===== src/inc/mem_err_pkg.sv =====
// Shared encodings and reset values for the memory error recovery block
package mem_err_pkg;
  // Kind of error event reported by the channel logic
  typedef enum logic [2:0] {
    K_CORR = 3'h0,        // Correctable ECC data
    K_UNCORR = 3'h1,      // Uncorrectable or poisoned data, good CRC
    K_ALERT = 3'h2,       // Alert or corrupted write acknowledgement
    K_CRC = 3'h3,         // Northbound CRC error on read data
    K_SYNC = 3'h4,        // Northbound CRC error on sync status
    K_SPD = 3'h5,         // Serial presence interface protocol error
    K_SPARE_START = 3'h6, // Spare copy triggered
    K_SPARE_DONE = 3'h7   // Spare copy completed normally
  } kind_t;

  // Origin of the access that saw the error
  typedef enum logic [2:0] {
    S_DEMAND = 3'h0,   // Non-mirrored demand read
    S_MIRROR = 3'h1,   // Mirrored demand read
    S_SPARE = 3'h2,    // Sparing copy read from the failing rank
    S_PATROL = 3'h3,   // Patrol scrub read
    S_MEM_WR = 3'h4,   // Memory access packet
    S_CFG_WR = 3'h5,   // Module configuration write
    S_CFG_RD = 3'h6    // Configuration read
  } src_t;

  // Sequencer states, one-hot
  typedef enum logic [1:0] {
    ST_IDLE = 2'b01,   // Accepting events
    ST_FRST = 2'b10    // Waiting for fast reset of both branches
  } state_t;

  // Log word layout: {kind, source, branch}
  localparam int LOG_W = 7;
  localparam int LOG_BRANCH_POS = 0;
  localparam int LOG_SRC_POS = 1;
  localparam int LOG_KIND_POS = 4;
  localparam logic [LOG_W-1:0] LOG_RST = 7'h00;
  localparam int RANK_W = 3;
  localparam int DEVCNT_W = 4;
endpackage


===== src/core/memory_error_recovery_policy.sv =====
// Error classification, recovery sequencing and logging for the memory branches
//
// Behaviour
// - Mirrored first fail: reset both, replay other
// - After reset: disable failed branch unless both pass, replay or poison
// - Mirrored second fail: reset, disable, replay other
// - Spare copy uncorrectable: re-read, then poison or correct
// - Patrol uncorrectable: drop read, log recoverable
// - Memory alert: reset and replay, else degrade
// - Config write alert: reset and replay, else degrade
// - Read CRC: re-read other image, degrade, or replay
// - Correctable demand: return and write back corrected
// - Correctable spare copy: write spare destination
// - Correctable patrol: write back, log correctable
// - Sync CRC: drop, replay queued config command if the sync was for an alert
// - Log spare copy start and completion
// - Correctable ECC: logs, counter, device count, rank
// - Recoverable ECC: logs and uncorrectable counter
// - Interface protocol error: correctable, software retries
`timescale 1ns/1ns
module memory_error_recovery_policy
  import mem_err_pkg::*;
#(
  parameter int CNT_W = 16
) (
  // Clock and reset
  input wire logic clock,
  input wire logic rstn,
  // Error event from the channel logic
  input wire logic evt_valid,
  input wire kind_t evt_kind,
  input wire src_t evt_src,
  input wire logic evt_branch,
  input wire logic evt_redundant,
  input wire logic [RANK_W-1:0] evt_rank,
  input wire logic [DEVCNT_W-1:0] evt_devcnt,
  // Fast reset outcome and link status
  input wire logic frst_done,
  input wire logic [1:0] frst_pass,
  input wire logic frst_timeout,
  input wire logic sync_for_alert,
  input wire logic cfg_queued,
  // Software log clear
  input wire logic log_clear,
  // Recovery actions, one-cycle pulses except act_replay_branch_ff, which holds the replay branch
  output logic act_fast_reset_ff,
  output logic act_replay_ff,
  output logic act_replay_branch_ff,
  output logic act_reread_ff,
  output logic act_reread_other_ff,
  output logic act_poison_ff,
  output logic act_write_back_ff,
  output logic act_return_corrected_ff,
  output logic act_write_spare_ff,
  output logic act_auto_degrade_ff,
  output logic act_drop_ff,
  output logic act_replay_cfg_ff,
  output logic nonfatal_corr_ff,
  output logic nonfatal_rec_ff,
  // Status levels
  output logic busy_ff,
  output logic [1:0] branch_disabled_ff,
  // Logs and counters
  output logic first_log_valid_ff,
  output logic [LOG_W-1:0] first_nonfatal_memory_error_log_ff,
  output logic next_log_valid_ff,
  output logic [LOG_W-1:0] next_nonfatal_memory_error_log_ff,
  output logic [LOG_W-1:0] recoverable_memory_error_log_ff,
  output logic [LOG_W-1:0] recoverable_link_error_log_ff,
  output logic [LOG_W-1:0] config_write_error_log_ff,
  output logic [CNT_W-1:0] uncorrectable_error_counter_ff,
  output logic [CNT_W-1:0] correctable_error_counter_ff,
  output logic [DEVCNT_W-1:0] failing_device_counter_ff,
  output logic [RANK_W-1:0] failing_rank_record_ff
);

  // Saturating increment keeps a counter parked at all ones
  function automatic logic [CNT_W-1:0] sat_inc(input logic [CNT_W-1:0] v);
    sat_inc = (&v) ? v : CNT_W'(v + 1'b1);
  endfunction

  state_t state_ff;
  state_t nxt_state;
  logic pend_branch_ff;
  logic nxt_pend_branch;
  logic [1:0] nxt_disabled;
  logic nxt_frst, nxt_replay, nxt_rep_branch, nxt_reread, nxt_reread_other;
  logic nxt_poison, nxt_write_back, nxt_return, nxt_write_spare;
  logic nxt_degrade, nxt_drop, nxt_replay_cfg;
  logic accept;
  logic cls_corr, cls_rec;
  logic [LOG_W-1:0] evt_code;

  // Events are taken only while idle; the channel holds off while busy
  assign accept = evt_valid && state_ff == ST_IDLE;
  assign cls_corr = evt_kind inside {K_CORR, K_SYNC, K_SPD, K_SPARE_START, K_SPARE_DONE};
  assign cls_rec = evt_kind inside {K_UNCORR, K_ALERT, K_CRC};
  assign evt_code = {evt_kind, evt_src, evt_branch};

  // Recovery decision for the current event or fast reset outcome
  always_comb begin
    nxt_state = state_ff;
    nxt_pend_branch = pend_branch_ff;
    nxt_disabled = branch_disabled_ff;
    nxt_frst = 1'b0;
    nxt_replay = 1'b0;
    nxt_rep_branch = act_replay_branch_ff;
    nxt_reread = 1'b0;
    nxt_reread_other = 1'b0;
    nxt_poison = 1'b0;
    nxt_write_back = 1'b0;
    nxt_return = 1'b0;
    nxt_write_spare = 1'b0;
    nxt_degrade = 1'b0;
    nxt_drop = 1'b0;
    nxt_replay_cfg = 1'b0;
    unique case (state_ff)
      ST_IDLE: begin
        if (frst_timeout) begin
          nxt_degrade = 1'b1;
        end
        if (accept) begin
          unique case (evt_kind)
            K_CORR: begin
              if (evt_src == S_SPARE) begin
                nxt_write_spare = 1'b1;
              end else if (evt_src == S_PATROL) begin
                nxt_write_back = 1'b1;
              end else begin
                nxt_write_back = 1'b1;
                nxt_return = 1'b1;
              end
            end
            K_UNCORR: begin
              if (evt_src == S_MIRROR && !evt_redundant) begin
                nxt_frst = 1'b1;
                nxt_pend_branch = evt_branch;
                nxt_state = ST_FRST;
              end else if (evt_src == S_MIRROR) begin
                nxt_frst = 1'b1;
                nxt_disabled[evt_branch] = 1'b1;
                nxt_replay = 1'b1;
                nxt_rep_branch = !evt_branch;
              end else if (evt_src == S_PATROL) begin
                nxt_drop = 1'b1;
              end else if (!evt_redundant) begin
                nxt_reread = 1'b1;
              end else begin
                nxt_poison = 1'b1;
              end
            end
            K_ALERT: begin
              // Memory packets and config writes share one policy
              if (evt_redundant) begin
                nxt_degrade = 1'b1;
              end else begin
                nxt_frst = 1'b1;
                nxt_replay = 1'b1;
                nxt_rep_branch = evt_branch;
              end
            end
            K_CRC: begin
              if (evt_src == S_MIRROR && !evt_redundant) begin
                nxt_reread_other = 1'b1;
                nxt_rep_branch = !evt_branch;
              end else if (evt_src == S_MIRROR) begin
                nxt_degrade = 1'b1;
              end else begin
                nxt_frst = 1'b1;
                nxt_replay = 1'b1;
                nxt_rep_branch = evt_branch;
              end
            end
            K_SYNC: begin
              nxt_drop = 1'b1;
              nxt_replay_cfg = sync_for_alert && cfg_queued;
            end
            // Protocol errors and spare copy markers are logged only
            K_SPD, K_SPARE_START, K_SPARE_DONE: begin
              nxt_drop = 1'b0;
            end
          endcase
        end
      end
      ST_FRST: begin
        if (frst_timeout) begin
          nxt_degrade = 1'b1;
          nxt_state = ST_IDLE;
        end else if (frst_done) begin
          nxt_state = ST_IDLE;
          if (frst_pass[pend_branch_ff] && frst_pass[!pend_branch_ff]) begin
            nxt_replay = 1'b1;
            nxt_rep_branch = !pend_branch_ff;
          end else if (frst_pass[!pend_branch_ff]) begin
            nxt_disabled[pend_branch_ff] = 1'b1;
            nxt_replay = 1'b1;
            nxt_rep_branch = !pend_branch_ff;
          end else begin
            nxt_disabled[pend_branch_ff] = 1'b1;
            nxt_poison = 1'b1;
          end
        end
      end
    endcase
  end

  // Sequencer state and sticky branch disables
  always_ff @(posedge clock or negedge rstn) begin
    if (!rstn) begin
      state_ff <= ST_IDLE;
      pend_branch_ff <= 1'b0;
      branch_disabled_ff <= 2'h0;
      busy_ff <= 1'b0;
    end else begin
      state_ff <= nxt_state;
      pend_branch_ff <= nxt_pend_branch;
      branch_disabled_ff <= nxt_disabled;
      busy_ff <= nxt_state == ST_FRST;
    end
  end

  // Action pulses, registered so every output leaves a flip-flop
  always_ff @(posedge clock or negedge rstn) begin
    if (!rstn) begin
      act_fast_reset_ff <= 1'b0;
      act_replay_ff <= 1'b0;
      act_replay_branch_ff <= 1'b0;
      act_reread_ff <= 1'b0;
      act_reread_other_ff <= 1'b0;
      act_poison_ff <= 1'b0;
      act_write_back_ff <= 1'b0;
      act_return_corrected_ff <= 1'b0;
      act_write_spare_ff <= 1'b0;
      act_auto_degrade_ff <= 1'b0;
      act_drop_ff <= 1'b0;
      act_replay_cfg_ff <= 1'b0;
    end else begin
      act_fast_reset_ff <= nxt_frst;
      act_replay_ff <= nxt_replay;
      act_replay_branch_ff <= nxt_rep_branch;
      act_reread_ff <= nxt_reread;
      act_reread_other_ff <= nxt_reread_other;
      act_poison_ff <= nxt_poison;
      act_write_back_ff <= nxt_write_back;
      act_return_corrected_ff <= nxt_return;
      act_write_spare_ff <= nxt_write_spare;
      act_auto_degrade_ff <= nxt_degrade;
      act_drop_ff <= nxt_drop;
      act_replay_cfg_ff <= nxt_replay_cfg;
    end
  end

  // Class flags; protocol errors are correctable and never retried here
  always_ff @(posedge clock or negedge rstn) begin
    if (!rstn) begin
      nonfatal_corr_ff <= 1'b0;
      nonfatal_rec_ff <= 1'b0;
    end else begin
      nonfatal_corr_ff <= accept && cls_corr;
      nonfatal_rec_ff <= accept && cls_rec;
    end
  end

  // First and next logs; a new error beats a clear in the same cycle
  always_ff @(posedge clock or negedge rstn) begin
    if (!rstn) begin
      first_log_valid_ff <= 1'b0;
      next_log_valid_ff <= 1'b0;
      first_nonfatal_memory_error_log_ff <= LOG_RST;
      next_nonfatal_memory_error_log_ff <= LOG_RST;
    end else if (accept) begin
      if (!first_log_valid_ff || log_clear) begin
        first_log_valid_ff <= 1'b1;
        first_nonfatal_memory_error_log_ff <= evt_code;
        next_log_valid_ff <= 1'b0;
      end else begin
        next_log_valid_ff <= 1'b1;
        next_nonfatal_memory_error_log_ff <= evt_code;
      end
    end else if (log_clear) begin
      first_log_valid_ff <= 1'b0;
      next_log_valid_ff <= 1'b0;
    end
  end

  // Recoverable, link and config write logs hold the latest event
  always_ff @(posedge clock or negedge rstn) begin
    if (!rstn) begin
      recoverable_memory_error_log_ff <= LOG_RST;
      recoverable_link_error_log_ff <= LOG_RST;
      config_write_error_log_ff <= LOG_RST;
    end else if (accept) begin
      if (evt_kind inside {K_CORR, K_UNCORR} || (evt_kind == K_ALERT && evt_src != S_CFG_WR)) begin
        recoverable_memory_error_log_ff <= evt_code;
      end
      if (evt_kind inside {K_CRC, K_SYNC}) begin
        recoverable_link_error_log_ff <= evt_code;
      end
      if (evt_kind == K_ALERT && evt_src == S_CFG_WR) begin
        config_write_error_log_ff <= evt_code;
      end
    end
  end

  // Counters saturate rather than wrap so a flood stays visible
  always_ff @(posedge clock or negedge rstn) begin
    if (!rstn) begin
      uncorrectable_error_counter_ff <= '0;
      correctable_error_counter_ff <= '0;
      failing_device_counter_ff <= '0;
      failing_rank_record_ff <= '0;
    end else if (accept && evt_kind == K_UNCORR) begin
      uncorrectable_error_counter_ff <= sat_inc(uncorrectable_error_counter_ff);
    end else if (accept && evt_kind == K_CORR) begin
      correctable_error_counter_ff <= sat_inc(correctable_error_counter_ff);
      failing_device_counter_ff <= evt_devcnt;
      failing_rank_record_ff <= evt_rank;
    end
  end
endmodule // memory_error_recovery_policy


===== config.mk =====
export PLATFORM = sky130hd
export DESIGN_NAME = memory_error_recovery_policy
export DESIGN_NICKNAME = d
export VERILOG_FILES = /design/src/inc/mem_err_pkg.sv /design/src/core/memory_error_recovery_policy.sv
export SDC_FILE = /design/constraint.sdc
export NUM_CORES = 1
export LEC_CHECK = 0
export ABC_CLOCK_PERIOD_IN_PS = 2100
export BUFFER_PORTS_ARGS = -buffer_cell sky130_fd_sc_hd__buf_2
export CAP_MARGIN = 20
export CELL_PAD_IN_SITES_DETAIL_PLACEMENT = 1
export CELL_PAD_IN_SITES_GLOBAL_PLACEMENT = 2
export CORE_MARGIN = 2
export CORE_UTILIZATION = 33
export DETAILED_ROUTE_END_ITERATION = 10
export GPL_TIMING_DRIVEN = 1
export PLACE_DENSITY_LB_ADDON = 0.1
export SLEW_MARGIN = 20
export SYNTH_ARGS = -nofsm -noshare
export SYNTH_HDL_FRONTEND = slang
export SYNTH_SLANG_ARGS = --single-unit

===== constraint.sdc =====
create_clock -name clock -period 2.1 [get_ports clock]
set_clock_uncertainty 0.05 [all_clocks]
set_input_delay 0.525 -clock clock [delete_from_list [all_inputs] [get_ports clock]]
set_output_delay 0.525 -clock clock [all_outputs]
set_load 0.03 [all_outputs]

==> metrics.txt, run 1 <==
outcome=finished clean; register bit total from synthesis=96; Distinct cells, synth=59; Post CTS Setup Buffer Count=0; Starting Density=0.3345; top-area cell type share of the netlist area=0.5678; slew margin rel.=0.7034; Die H=116.6 um; P_leak=0.002710 uW; Placer Congestion=0.7722; vias per cell=4.802; CTS H-tree lvls=3; Area Growth Syn to Fin=31.26%; maximum clock rate=512.5 MHz; Final setup violation count=0; Period minus WS final=1.951 ns; PostCTS Resize Cnt=0; total power=5535 uW; Clock Tree Buf Depth=2; CTS buffer count=9; CP Launch Type=flip-flop; Flop pwr share=0.408; DRC violations left=0; critical path type=flip-flop to flip-flop; drt pass-1 iters=4; n_diodes=0; layout cell share with drive strength beyond 1=0.4148; Storage cell area=2404 sq um; Synth Area in Adders=0.005977; Worst Path Max Fanout=12; main combinational cell family by area after synthesis=simple AND/OR/NAND/NOR gates; WL final=10990 um; post-place setup slack=0.006661 ns; post-synthesis mux area share=0.09922; setup TNS=0 ns; antenna violations before repair=0; Int Pwr=3815 uW; R2R cell count=5; Port Buffer Count=117; pwr dens=1007 nW/um^2; Overall Global Routing Usage=0.1709; core outline area=12520 sq um; # rows=41; NetSw=1720 uW; Die W=116.6 um; Worst Path Arrival=2.17 ns; Synth area leaders=dfrtp_1 (57%), mux2_2 (8.6%), xnor2_1 (3.8%); GRT Residual Overflow=0; dpl hpwl=8264 um; Hold Fails Final Rpt=0; crit end category=flip-flop; logic gate share of total power=0.230; IO Count=118; period utilization=0.9292; number of synthesized flops with an enable pin=0; Via Count=3222; largest net degree at the start of global routing=41; Mapped Cells=354; Root Buffer=clkbuf_16; post-synth top area cell=dfrtp_1; syn avg cell area=11.83 sq um; initial drt markers=96; placed instance count=655; footprint of the multi-input gates=1714 sq um; XOR/XNOR Fraction of Synth Area=0.05439; full die area=13600 sq um; RSZ-0062 raised after global routing=no; first-pass GRT wire length=17880 um; CTS tree=built; most frequent cells in the layout=buf_2 (116), dfrtp_1 (95), nand2_1 (35); ys flop type=dfrtp_1; MaxCap Viol Count=0; ys async rst share=1.000; synthesized area=4187 sq um; Reg clk slew, reported paths=0.07 ns; Seq/Total Area, Yosys=0.5741; Compound-Gate Fraction of Synth Area=0.06037; non-filler cells, final=671; Final nets=521; Antenna Nets Post-Route=0; leading cell type in the layout, fill and taps excluded=buf_2; Synth Area in Simple Gates=0.1895; Final WS setup=0.1487 ns; Slew Limit Fails=0; worst-margin pin slew=0.4387 ns; Post-CTS Hold Fix Bufs=0; Avg WL per Cell=16.38 um; # clock sinks=96; crit path launch=state_ff[0]; Data required, critical path=2.32 ns; vias in the first global route=3406; clock power share=0.362; R2R Path Start=state_ff[0]; Layout fillers=1434; Synth Net Count=381; VDD IR max=472.8 uV; synth warn=0; type of the tightest min-delay check=primary input to async pin; Switching Fraction=0.3108; clk_lat worst skew=0.34 ns
cells in the mapped netlist, types with 7 or more instances:
cell,count
nor2_1,22
dfrtp_1,95
nor2b_1,8
a21oi_1,8
nand2b_1,10
nand4_1,7
clkbuf_1,7
nand2_1,35
mux2_2,32
xor2_1,8
nand3_1,14
xnor2_1,18
o21ai_0,8
cell type report:
cell class                      instances  share of cell area
Multi-Input combinational cell        242              0.3119
Clock inverter                          7             0.02573
Sequential cell                        96              0.4374
Timing Repair Buffer                  141              0.1421
Clock buffer                            9             0.04098
Inverter                                4            0.002732
Tap cell                              172             0.03916
through the flow:
| step | util | cell area, sq um | hold WS (ns) |
|---|---|---|---|
| after floorplan | - | 4187 | 0.1794 |
| after global placement | 0.4097 | 5129 | 0.3975 |
| after detailed placement | 0.4097 | 5129 | 0.3970 |
| after CTS | 0.4390 | 5495 | 0.05186 |
| after global routing | 0.4390 | 5495 | 0.06782 |
| final | 0.4390 | 5495 | 0.04651 |
critical path, cell delays in order, from the launching register on:
cell and delay, ns:
dfstp_2 0.62, and4bb_4 0.31, nand2_1 0.14, buf_4 0.22, nor4_1 0.36, xor2_1 0.17
sequential cells by signal, indices dropped and copies added (netlist names), 2 cells and up:
| register | count |
|---|---|
| config_write_error_log_ff | 7 |
| uncorrectable_error_counter_ff | 16 |
| first_nonfatal_memory_error_log_ff | 7 |
| state_ff | 2 |
| next_nonfatal_memory_error_log_ff | 7 |
| failing_device_counter_ff | 4 |
| failing_rank_record_ff | 3 |
| branch_disabled_ff | 2 |
| recoverable_memory_error_log_ff | 7 |
| correctable_error_counter_ff | 16 |
| recoverable_link_error_log_ff | 7 |
kinds of logic after synthesis:
family                     count (synthesis)
AOI/OAI and AO/OA                         38
muxes                                     37
xor gates and xnor gates                  26
buffers and inverters                     16
and+or+nand+nor                          139
adders and majority gates                  2
DFF                                       96
layer usage:
layer / wire length [um] / global-route usage
met1: 5100 / 0.2272
met2: 5138 / 0.2721
met3: 543 / 0.04307
met4: 208 / 0.06196
met5: 0 / 0
path summary, 6_finish.rpt:
check / end / slack [ns]
worst min-delay path: correctable_error_counter_ff[8] / 0.05
worst min register to register: config_write_error_log_ff[1] / 0.41
max in group asynchronous: state_ff[0] / 1.36
min in group clock: next_log_valid_ff / 0.29
worst max-delay path: correctable_error_counter_ff[5] / 0.15
worst max register to register: correctable_error_counter_ff[5] / 0.15
power groups by stage:
stage	registers [uW]	clock network (uW)	logic, uW
after detailed placement	2290	0	1290
after floorplan	2750	0	348
after global placement	2280	0	1280
final	2260	2000	1270
after global routing	2300	2150	1370
after CTS	2260	2070	1300
(Power assumes the default switching activity.)
==> run 2, diff against run 1 <==
--- a/config.mk
+++ b/config.mk
@@ -5,13 +5,14 @@
 export SDC_FILE = /design/constraint.sdc
 export NUM_CORES = 1
 export LEC_CHECK = 0
+export ABC_AREA = 1
 export ABC_CLOCK_PERIOD_IN_PS = 2100
 export BUFFER_PORTS_ARGS = -buffer_cell sky130_fd_sc_hd__buf_2
 export CAP_MARGIN = 20
 export CELL_PAD_IN_SITES_DETAIL_PLACEMENT = 1
 export CELL_PAD_IN_SITES_GLOBAL_PLACEMENT = 2
 export CORE_MARGIN = 2
-export CORE_UTILIZATION = 33
+export CORE_UTILIZATION = 30
 export DETAILED_ROUTE_END_ITERATION = 10
 export GPL_TIMING_DRIVEN = 1
 export PLACE_DENSITY_LB_ADDON = 0.1
==> metrics.txt, run 2 <==
R2R Path Start=state_ff[0]; IO Count=118 (unchanged); vias in the first global route=4092 (+20%); reg2reg setup slack=0.27 ns (+0.12 ns); layout cell share with drive strength beyond 1=0.2552 (-0.1597); capturing point of the worst reg2reg path=correctable_error_counter_ff[15]; ys async rst share=1.000 (unchanged); clk_lat worst skew=0.35 ns (about the same); synthesized area=4528 sq um (+8.2%); WL final=12950 um (+18%); Synth area leaders=dfrtp_1 (53%), nand2_1 (16%), nor2_1 (5.1%); Post CTS Setup Buffer Count=0 (unchanged); full die area=16090 sq um (+18%); outcome=finished clean; Layout fillers=1800 (+26%); P_leak=0.003044 uW (+12%); dpl hpwl=10030 um (+21%); VDD IR max=428.8 uV (-9.3%); Post-CTS Hold Fix Bufs=0 (unchanged); RSZ-0062 raised after global routing=no; core outline area=14640 sq um (+17%); initial drt markers=141 (+47%); Data required, critical path=2.34 ns (+0.02 ns); Largest regs=correctable_error_counter_ff x16, uncorrectable_error_counter_ff x16; Worst Hold Slack=0.02507 ns (-0.02145 ns); drt pass-1 iters=4 (unchanged); critical path type=flip-flop to flip-flop; R2R cell count=10 (+5); worst-margin pin slew=0.4603 ns (+0.02160 ns); Antenna Nets Post-Route=0 (unchanged); period utilization=0.8722 (-0.05694); Starting Density=0.3092 (-0.02526); Synth Area in Simple Gates=0.2995 (+0.1101); Seq/Total Area, Yosys=0.5308 (-0.04331); antenna violations before repair=0 (unchanged); GRT Residual Overflow=0 (unchanged); Root Buffer=clkbuf_16; # clock sinks=96 (unchanged); vias per cell=4.577 (-4.7%); ys flop type=dfrtp_1; Die W=126.9 um (+8.8%); XOR/XNOR Fraction of Synth Area=0.05029 (-0.004103); Overall Global Routing Usage=0.1693 (-0.001593); leading cell type in the layout, fill and taps excluded=nand2_1; Worst Path Max Fanout=19 (+7); Avg WL per Cell=15.02 um (-8.3%); setup TNS=0 ns (unchanged); Final setup violation count=0 (unchanged); largest net degree at the start of global routing=37 (-9.8%); Period minus WS final=1.832 ns (-0.1196 ns); post-synthesis mux area share=0 (-0.09922); Area Growth Syn to Fin=26.47%; top-count cell post-synth=nand2_1; main combinational cell family by area after synthesis=simple AND/OR/NAND/NOR gates; Synth Net Count=567 (+49%); Worst Path Arrival=2.08 ns (-0.09 ns); top-area cell type share of the netlist area=0.5250 (-0.04284); maximum clock rate=545.9 MHz (+6.5%); Port Buffer Count=117 (unchanged); max incr delay on CP=0.55 ns (-0.07 ns); Mapped Cells=540 (+53%); register bit total from synthesis=96 (unchanged); crit path cell chain=inv_2 > nor2_4 > nand2_2 > inv_2 > nand2_2 > nor2_8 > nand2_8 > inv_4 > nand2_1 > nand2_1; most frequent cells in the layout=nand2_1 (189), buf_2 (116), dfrtp_1 (95); CTS buffer count=9 (unchanged); slew margin rel.=0.6930 (-0.01045); syn avg cell area=8.385 sq um (-29%); CP Launch Type=flip-flop; most frequent cells after synthesis=nand2_1 (189), dfrtp_1 (95), nor2_1 (61), inv_1 (42); Placer Congestion=0.7645 (-1.0%); number of synthesized flops with an enable pin=0 (unchanged); # rows=44 (+7.3%); MaxCap Viol Count=0 (unchanged); Reg clk slew, reported paths=0.07 ns (about the same); Synth Area in Adders=0.005526 (-0.0004509); Distinct cells, synth=35 (-41%); Slew Limit Fails=0 (unchanged); Die H=126.9 um (+8.8%); DRC violations left=0 (unchanged); Hold Fails Final Rpt=0 (unchanged); Final nets=700 (+34%); post-synth top area cell=dfrtp_1; CTS tree=built; type of the tightest min-delay check=primary input to async pin; first-pass GRT wire length=21330 um (+19%); PostCTS Resize Cnt=0 (unchanged); n_diodes=0 (unchanged); synth warn=0 (unchanged); pwr dens=1069 nW/um^2 (+6.1%); crit path max-delay cell type=dfstp_2; Via Count=3945 (+22%); crit end category=flip-flop; Clock Tree Buf Depth=2 (unchanged); CTS H-tree lvls=3 (unchanged); Compound-Gate Fraction of Synth Area=0.05554 (-0.004830)
run 2: cell count changes after synthesis, sizes merged, moves of 5 or more:
cell	previous run	this run
nor4	7	0
nor2	22	67
nand2	36	197
and3	6	0
mux2	33	0
nand2b	10	0
buf	4	9
o21ai	9	34
and2	6	1
clkbuf	8	1
nand3	15	30
nor2b	8	0
inv	4	47
run 2: cell type report:
type | instances | area [sq um] | share of cell area
timing repair buffer | 132 | 725.7 | 0.1267
inverter | 47 | 178.9 | 0.03124
multi-input combinational | 387 | 1866 | 0.3258
clock inverter | 5 | 80.08 | 0.01398
tap | 184 | 230.2 | 0.04020
clock buffer | 11 | 242.7 | 0.04239
sequential | 96 | 2404 | 0.4197
run 2: how the worst max path moves through the flow:
stage / cells past startpoint / to / from / slack (ns)
detailed placement: 7 / uncorrectable_error_counter_ff[12] / evt_kind[2] / 0.20
floorplan: 11 / correctable_error_counter_ff[8] / correctable_error_counter_ff[0] / 0.24
finish: 10 / correctable_error_counter_ff[15] / state_ff[0] / 0.27
global route: 10 / uncorrectable_error_counter_ff[8] / uncorrectable_error_counter_ff[1] / 0.04
CTS: 10 / correctable_error_counter_ff[15] / state_ff[0] / 0.24
global placement: 7 / uncorrectable_error_counter_ff[8] / evt_kind[2] / 0.23
run 2: power by group:
| part | internal, uW | switching [uW] |
|---|---|---|
| sequential | 2200 | 265 |
| clock | 1070 | 720 |
| combinational | 529 | 1330 |
| total | 3810 | 2310 |
run 2: metal layers:
| layer | GRT usage | share of wire |
|---|---|---|
| met4 | 0.04072 | 0.010 |
| met2 | 0.2887 | 0.50 |
| met1 | 0.2131 | 0.45 |
| met5 | 0 | 0 |
| met3 | 0.04766 | 0.044 |
run 2: metrics by stage:
stage / util / setup slack (ns) / std cells / cell area, sq um / total power (uW)
after floorplan: - / 0.2407 / 540 / 4528 / 3699
after global placement: 0.3687 / 0.2262 / 846 / 5399 / 4363
after detailed placement: 0.3687 / 0.2022 / 846 / 5399 / 4401
after CTS: 0.3907 / 0.2394 / 862 / 5722 / 6248
after global routing: 0.3911 / 0.04489 / 862 / 5727 / 6488
final: 0.3911 / 0.2683 / 862 / 5727 / 6122
run 2: kinds of logic (layout without fill, tap and decap cells):
kind of cell | after synthesis | after routing
AOI/OAI and AO/OA | 48 | 48
xor gates and xnor gates | 26 | 26
adders and majority gates | 2 | 2
buffers and inverters | 57 | 195
DFF | 96 | 96
and+or+nand+nor | 311 | 311
run 2: critical path: cells and delay by family (launching register included):
kind,cells,cell delay [ns]
buffers and inverters,3,0.31
DFF,1,0.55
and+or+nand+nor,7,0.87
==> run 3, diff against run 2 <==
--- a/config.mk
+++ b/config.mk
@@ -16,6 +16,7 @@
 export DETAILED_ROUTE_END_ITERATION = 10
 export GPL_TIMING_DRIVEN = 1
 export PLACE_DENSITY_LB_ADDON = 0.1
+export REMOVE_ABC_BUFFERS = 1
 export SLEW_MARGIN = 20
 export SYNTH_ARGS = -nofsm -noshare
 export SYNTH_HDL_FRONTEND = slang
==> metrics.txt, run 3 (synthesis gave the netlist of run 2 again) <==
Avg WL per Cell=15.18 um (+1.1%); Worst Path Buf+Inv=3 (unchanged); Layout fillers=1794 (-0.33%); dpl hpwl=10080 um (+0.50%); Worst Path Max Fanout=14 (-5); pwr dens=1044 nW/um^2 (-2.3%); P_leak=0.002994 uW (-1.6%); footprint of the multi-input gates=1861 sq um (-0.27%); Starting Density=0.3092 (unchanged); routed wl met3=565 um (unchanged); most frequent cells in the layout=nand2_1 (189), buf_2 (116), dfrtp_1 (95); Via Count=3876 (-1.7%); Storage cell area=2404 sq um (unchanged); final core utilization=0.3848 (-0.006237); Slew Limit Fails=0 (unchanged); Post CTS Setup Buffer Count=0 (unchanged); Hold Fails Final Rpt=0 (unchanged); Final setup violation count=0 (unchanged); PostCTS Resize Cnt=0 (unchanged); worst-margin pin slew=0.4720 ns (+0.01170 ns); # clock sinks=96 (unchanged); full die area=16090 sq um (unchanged); wl on met1=6232 um (+7.0%); DRC violations left=0 (unchanged); Post-CTS Hold Fix Bufs=0 (unchanged); outcome=finished clean; GRT Residual Overflow=0 (unchanged); core outline area=14640 sq um (unchanged); CP Launch Type=flip-flop; Die W=126.9 um (unchanged); Largest regs=correctable_error_counter_ff x16, uncorrectable_error_counter_ff x16; WL met2=6106 um (-4.9%); type of the tightest min-delay check=primary input to async pin; layout cell share with drive strength beyond 1=0.2522 (-0.002937); max incr delay on CP=0.41 ns (-0.14 ns); leading cell type in the layout, fill and taps excluded=nand2_1; IO Count=118 (unchanged); Root Buffer=clkbuf_16; n_diodes=0 (unchanged); crit-path leading delay family=simple AND/OR/NAND/NOR gates; CTS tree=built; Reg clk slew, reported paths=0.07 ns (about the same); setup TNS=0 ns (unchanged); VDD IR max=389.7 uV (-9.1%); vias per cell=4.517 (-1.3%); Placer Congestion=0.7735 (+1.2%); Port Buffer Count=117 (unchanged); crit path max-delay cell type=dfrtp_1; Data required, critical path=2.27 ns (-0.07 ns); crit end category=flip-flop; initial drt markers=178 (+26%); period utilization=0.8956 (+0.02331); crit path cell chain=ha_1 > nand3_1 > inv_1 > nand2_1 > inv_1 > nand3_1 > nand2_2 > inv_2 > nand2_1 > o21ai_0; # rows=44 (unchanged); maximum clock rate=531.7 MHz (-2.6%); Die H=126.9 um (unchanged); Final nets=696 (-0.57%); Antenna Nets Post-Route=0 (unchanged); largest net degree at the start of global routing=45 (+22%); Period minus WS final=1.881 ns (+0.04896 ns); Area Growth Syn to Fin=24.45%; Overall Global Routing Usage=0.1694 (about the same); MaxCap Viol Count=0 (unchanged); antenna violations before repair=0 (unchanged); vias in the first global route=4037 (-1.3%); RSZ-0062 raised after global routing=no; slew margin rel.=0.6853 (-0.007627); top sig layer=met4; Worst Path Arrival=2.05 ns (-0.03 ns); WL final=13020 um (+0.59%); clk_lat worst skew=0.34 ns (about the same); Clock Tree Buf Depth=2 (unchanged); CTS buffer count=9 (unchanged); CTS H-tree lvls=3 (unchanged); critical path type=flip-flop to flip-flop; drt pass-1 iters=4 (unchanged); first-pass GRT wire length=21370 um (+0.16%)
-- run 3: where the power goes --
| part | leakage, uW | switching (uW) | internal [uW] | total [uW] |
|---|---|---|---|---|
| combinational | 0.00164 | 1320 | 523 | 1840 |
| sequential | 0.00122 | 255 | 2200 | 2460 |
| clock | 0.000128 | 774 | 813 | 1590 |
-- run 3: worst paths after layout --
check,startpoint,endpoint,slack (ns),cells past startpoint
min in group clock,evt_devcnt[3],failing_device_counter_ff[3],0.33,3
worst min register to register,config_write_error_log_ff[5],config_write_error_log_ff[5],0.41,1
worst max register to register,uncorrectable_error_counter_ff[1],uncorrectable_error_counter_ff[8],0.22,10
worst max-delay path,uncorrectable_error_counter_ff[1],uncorrectable_error_counter_ff[8],0.22,10
worst min-delay path,rstn,failing_rank_record_ff[0],0.08,1
max in group asynchronous,rstn,uncorrectable_error_counter_ff[2],1.31,2
-- run 3: layout make-up --
class                      count  share of cell area
clock buffer                   9             0.03996
clock inverter                 7            0.009547
inverter                      47             0.03175
multi-input combinational    387              0.3302
sequential                    96              0.4265
tap                          184             0.04085
timing repair buffer         128              0.1212
-- run 3: metrics by stage --
step / cells / setup WS (ns) / area (sq um) / hold WS, ns / total power, uW
after global placement: 842 / 0.1393 / 5356 / 0.3947 / 4331
after floorplan: 530 / 0.2278 / 4443 / 0.1794 / 3674
final: 858 / 0.2193 / 5635 / 0.08381 / 5885
after global routing: 858 / 0.01387 / 5635 / 0.09817 / 6246
after detailed placement: 842 / 0.1316 / 5356 / 0.3992 / 4369
after CTS: 858 / 0.1867 / 5635 / 0.09252 / 5989
-- run 3: per-layer routing --
layer  vias to the layer above  GRT usage
li1                       1939          -
met1                      1847     0.2306
met2                        79     0.2701
met3                        11    0.04682
met4                         0    0.03943
met5                         -          0
-- run 3: worst reg2reg max path, stage by stage, from the launching register on --
cell and delay (ns):
dfrtp_1 0.41, ha_1 0.23, nand3_1 0.15, inv_1 0.13, nand2_1 0.09, inv_1 0.07
nand3_1 0.08, nand2_2 0.18, inv_2 0.17, nand2_1 0.11, o21ai_0 0.08
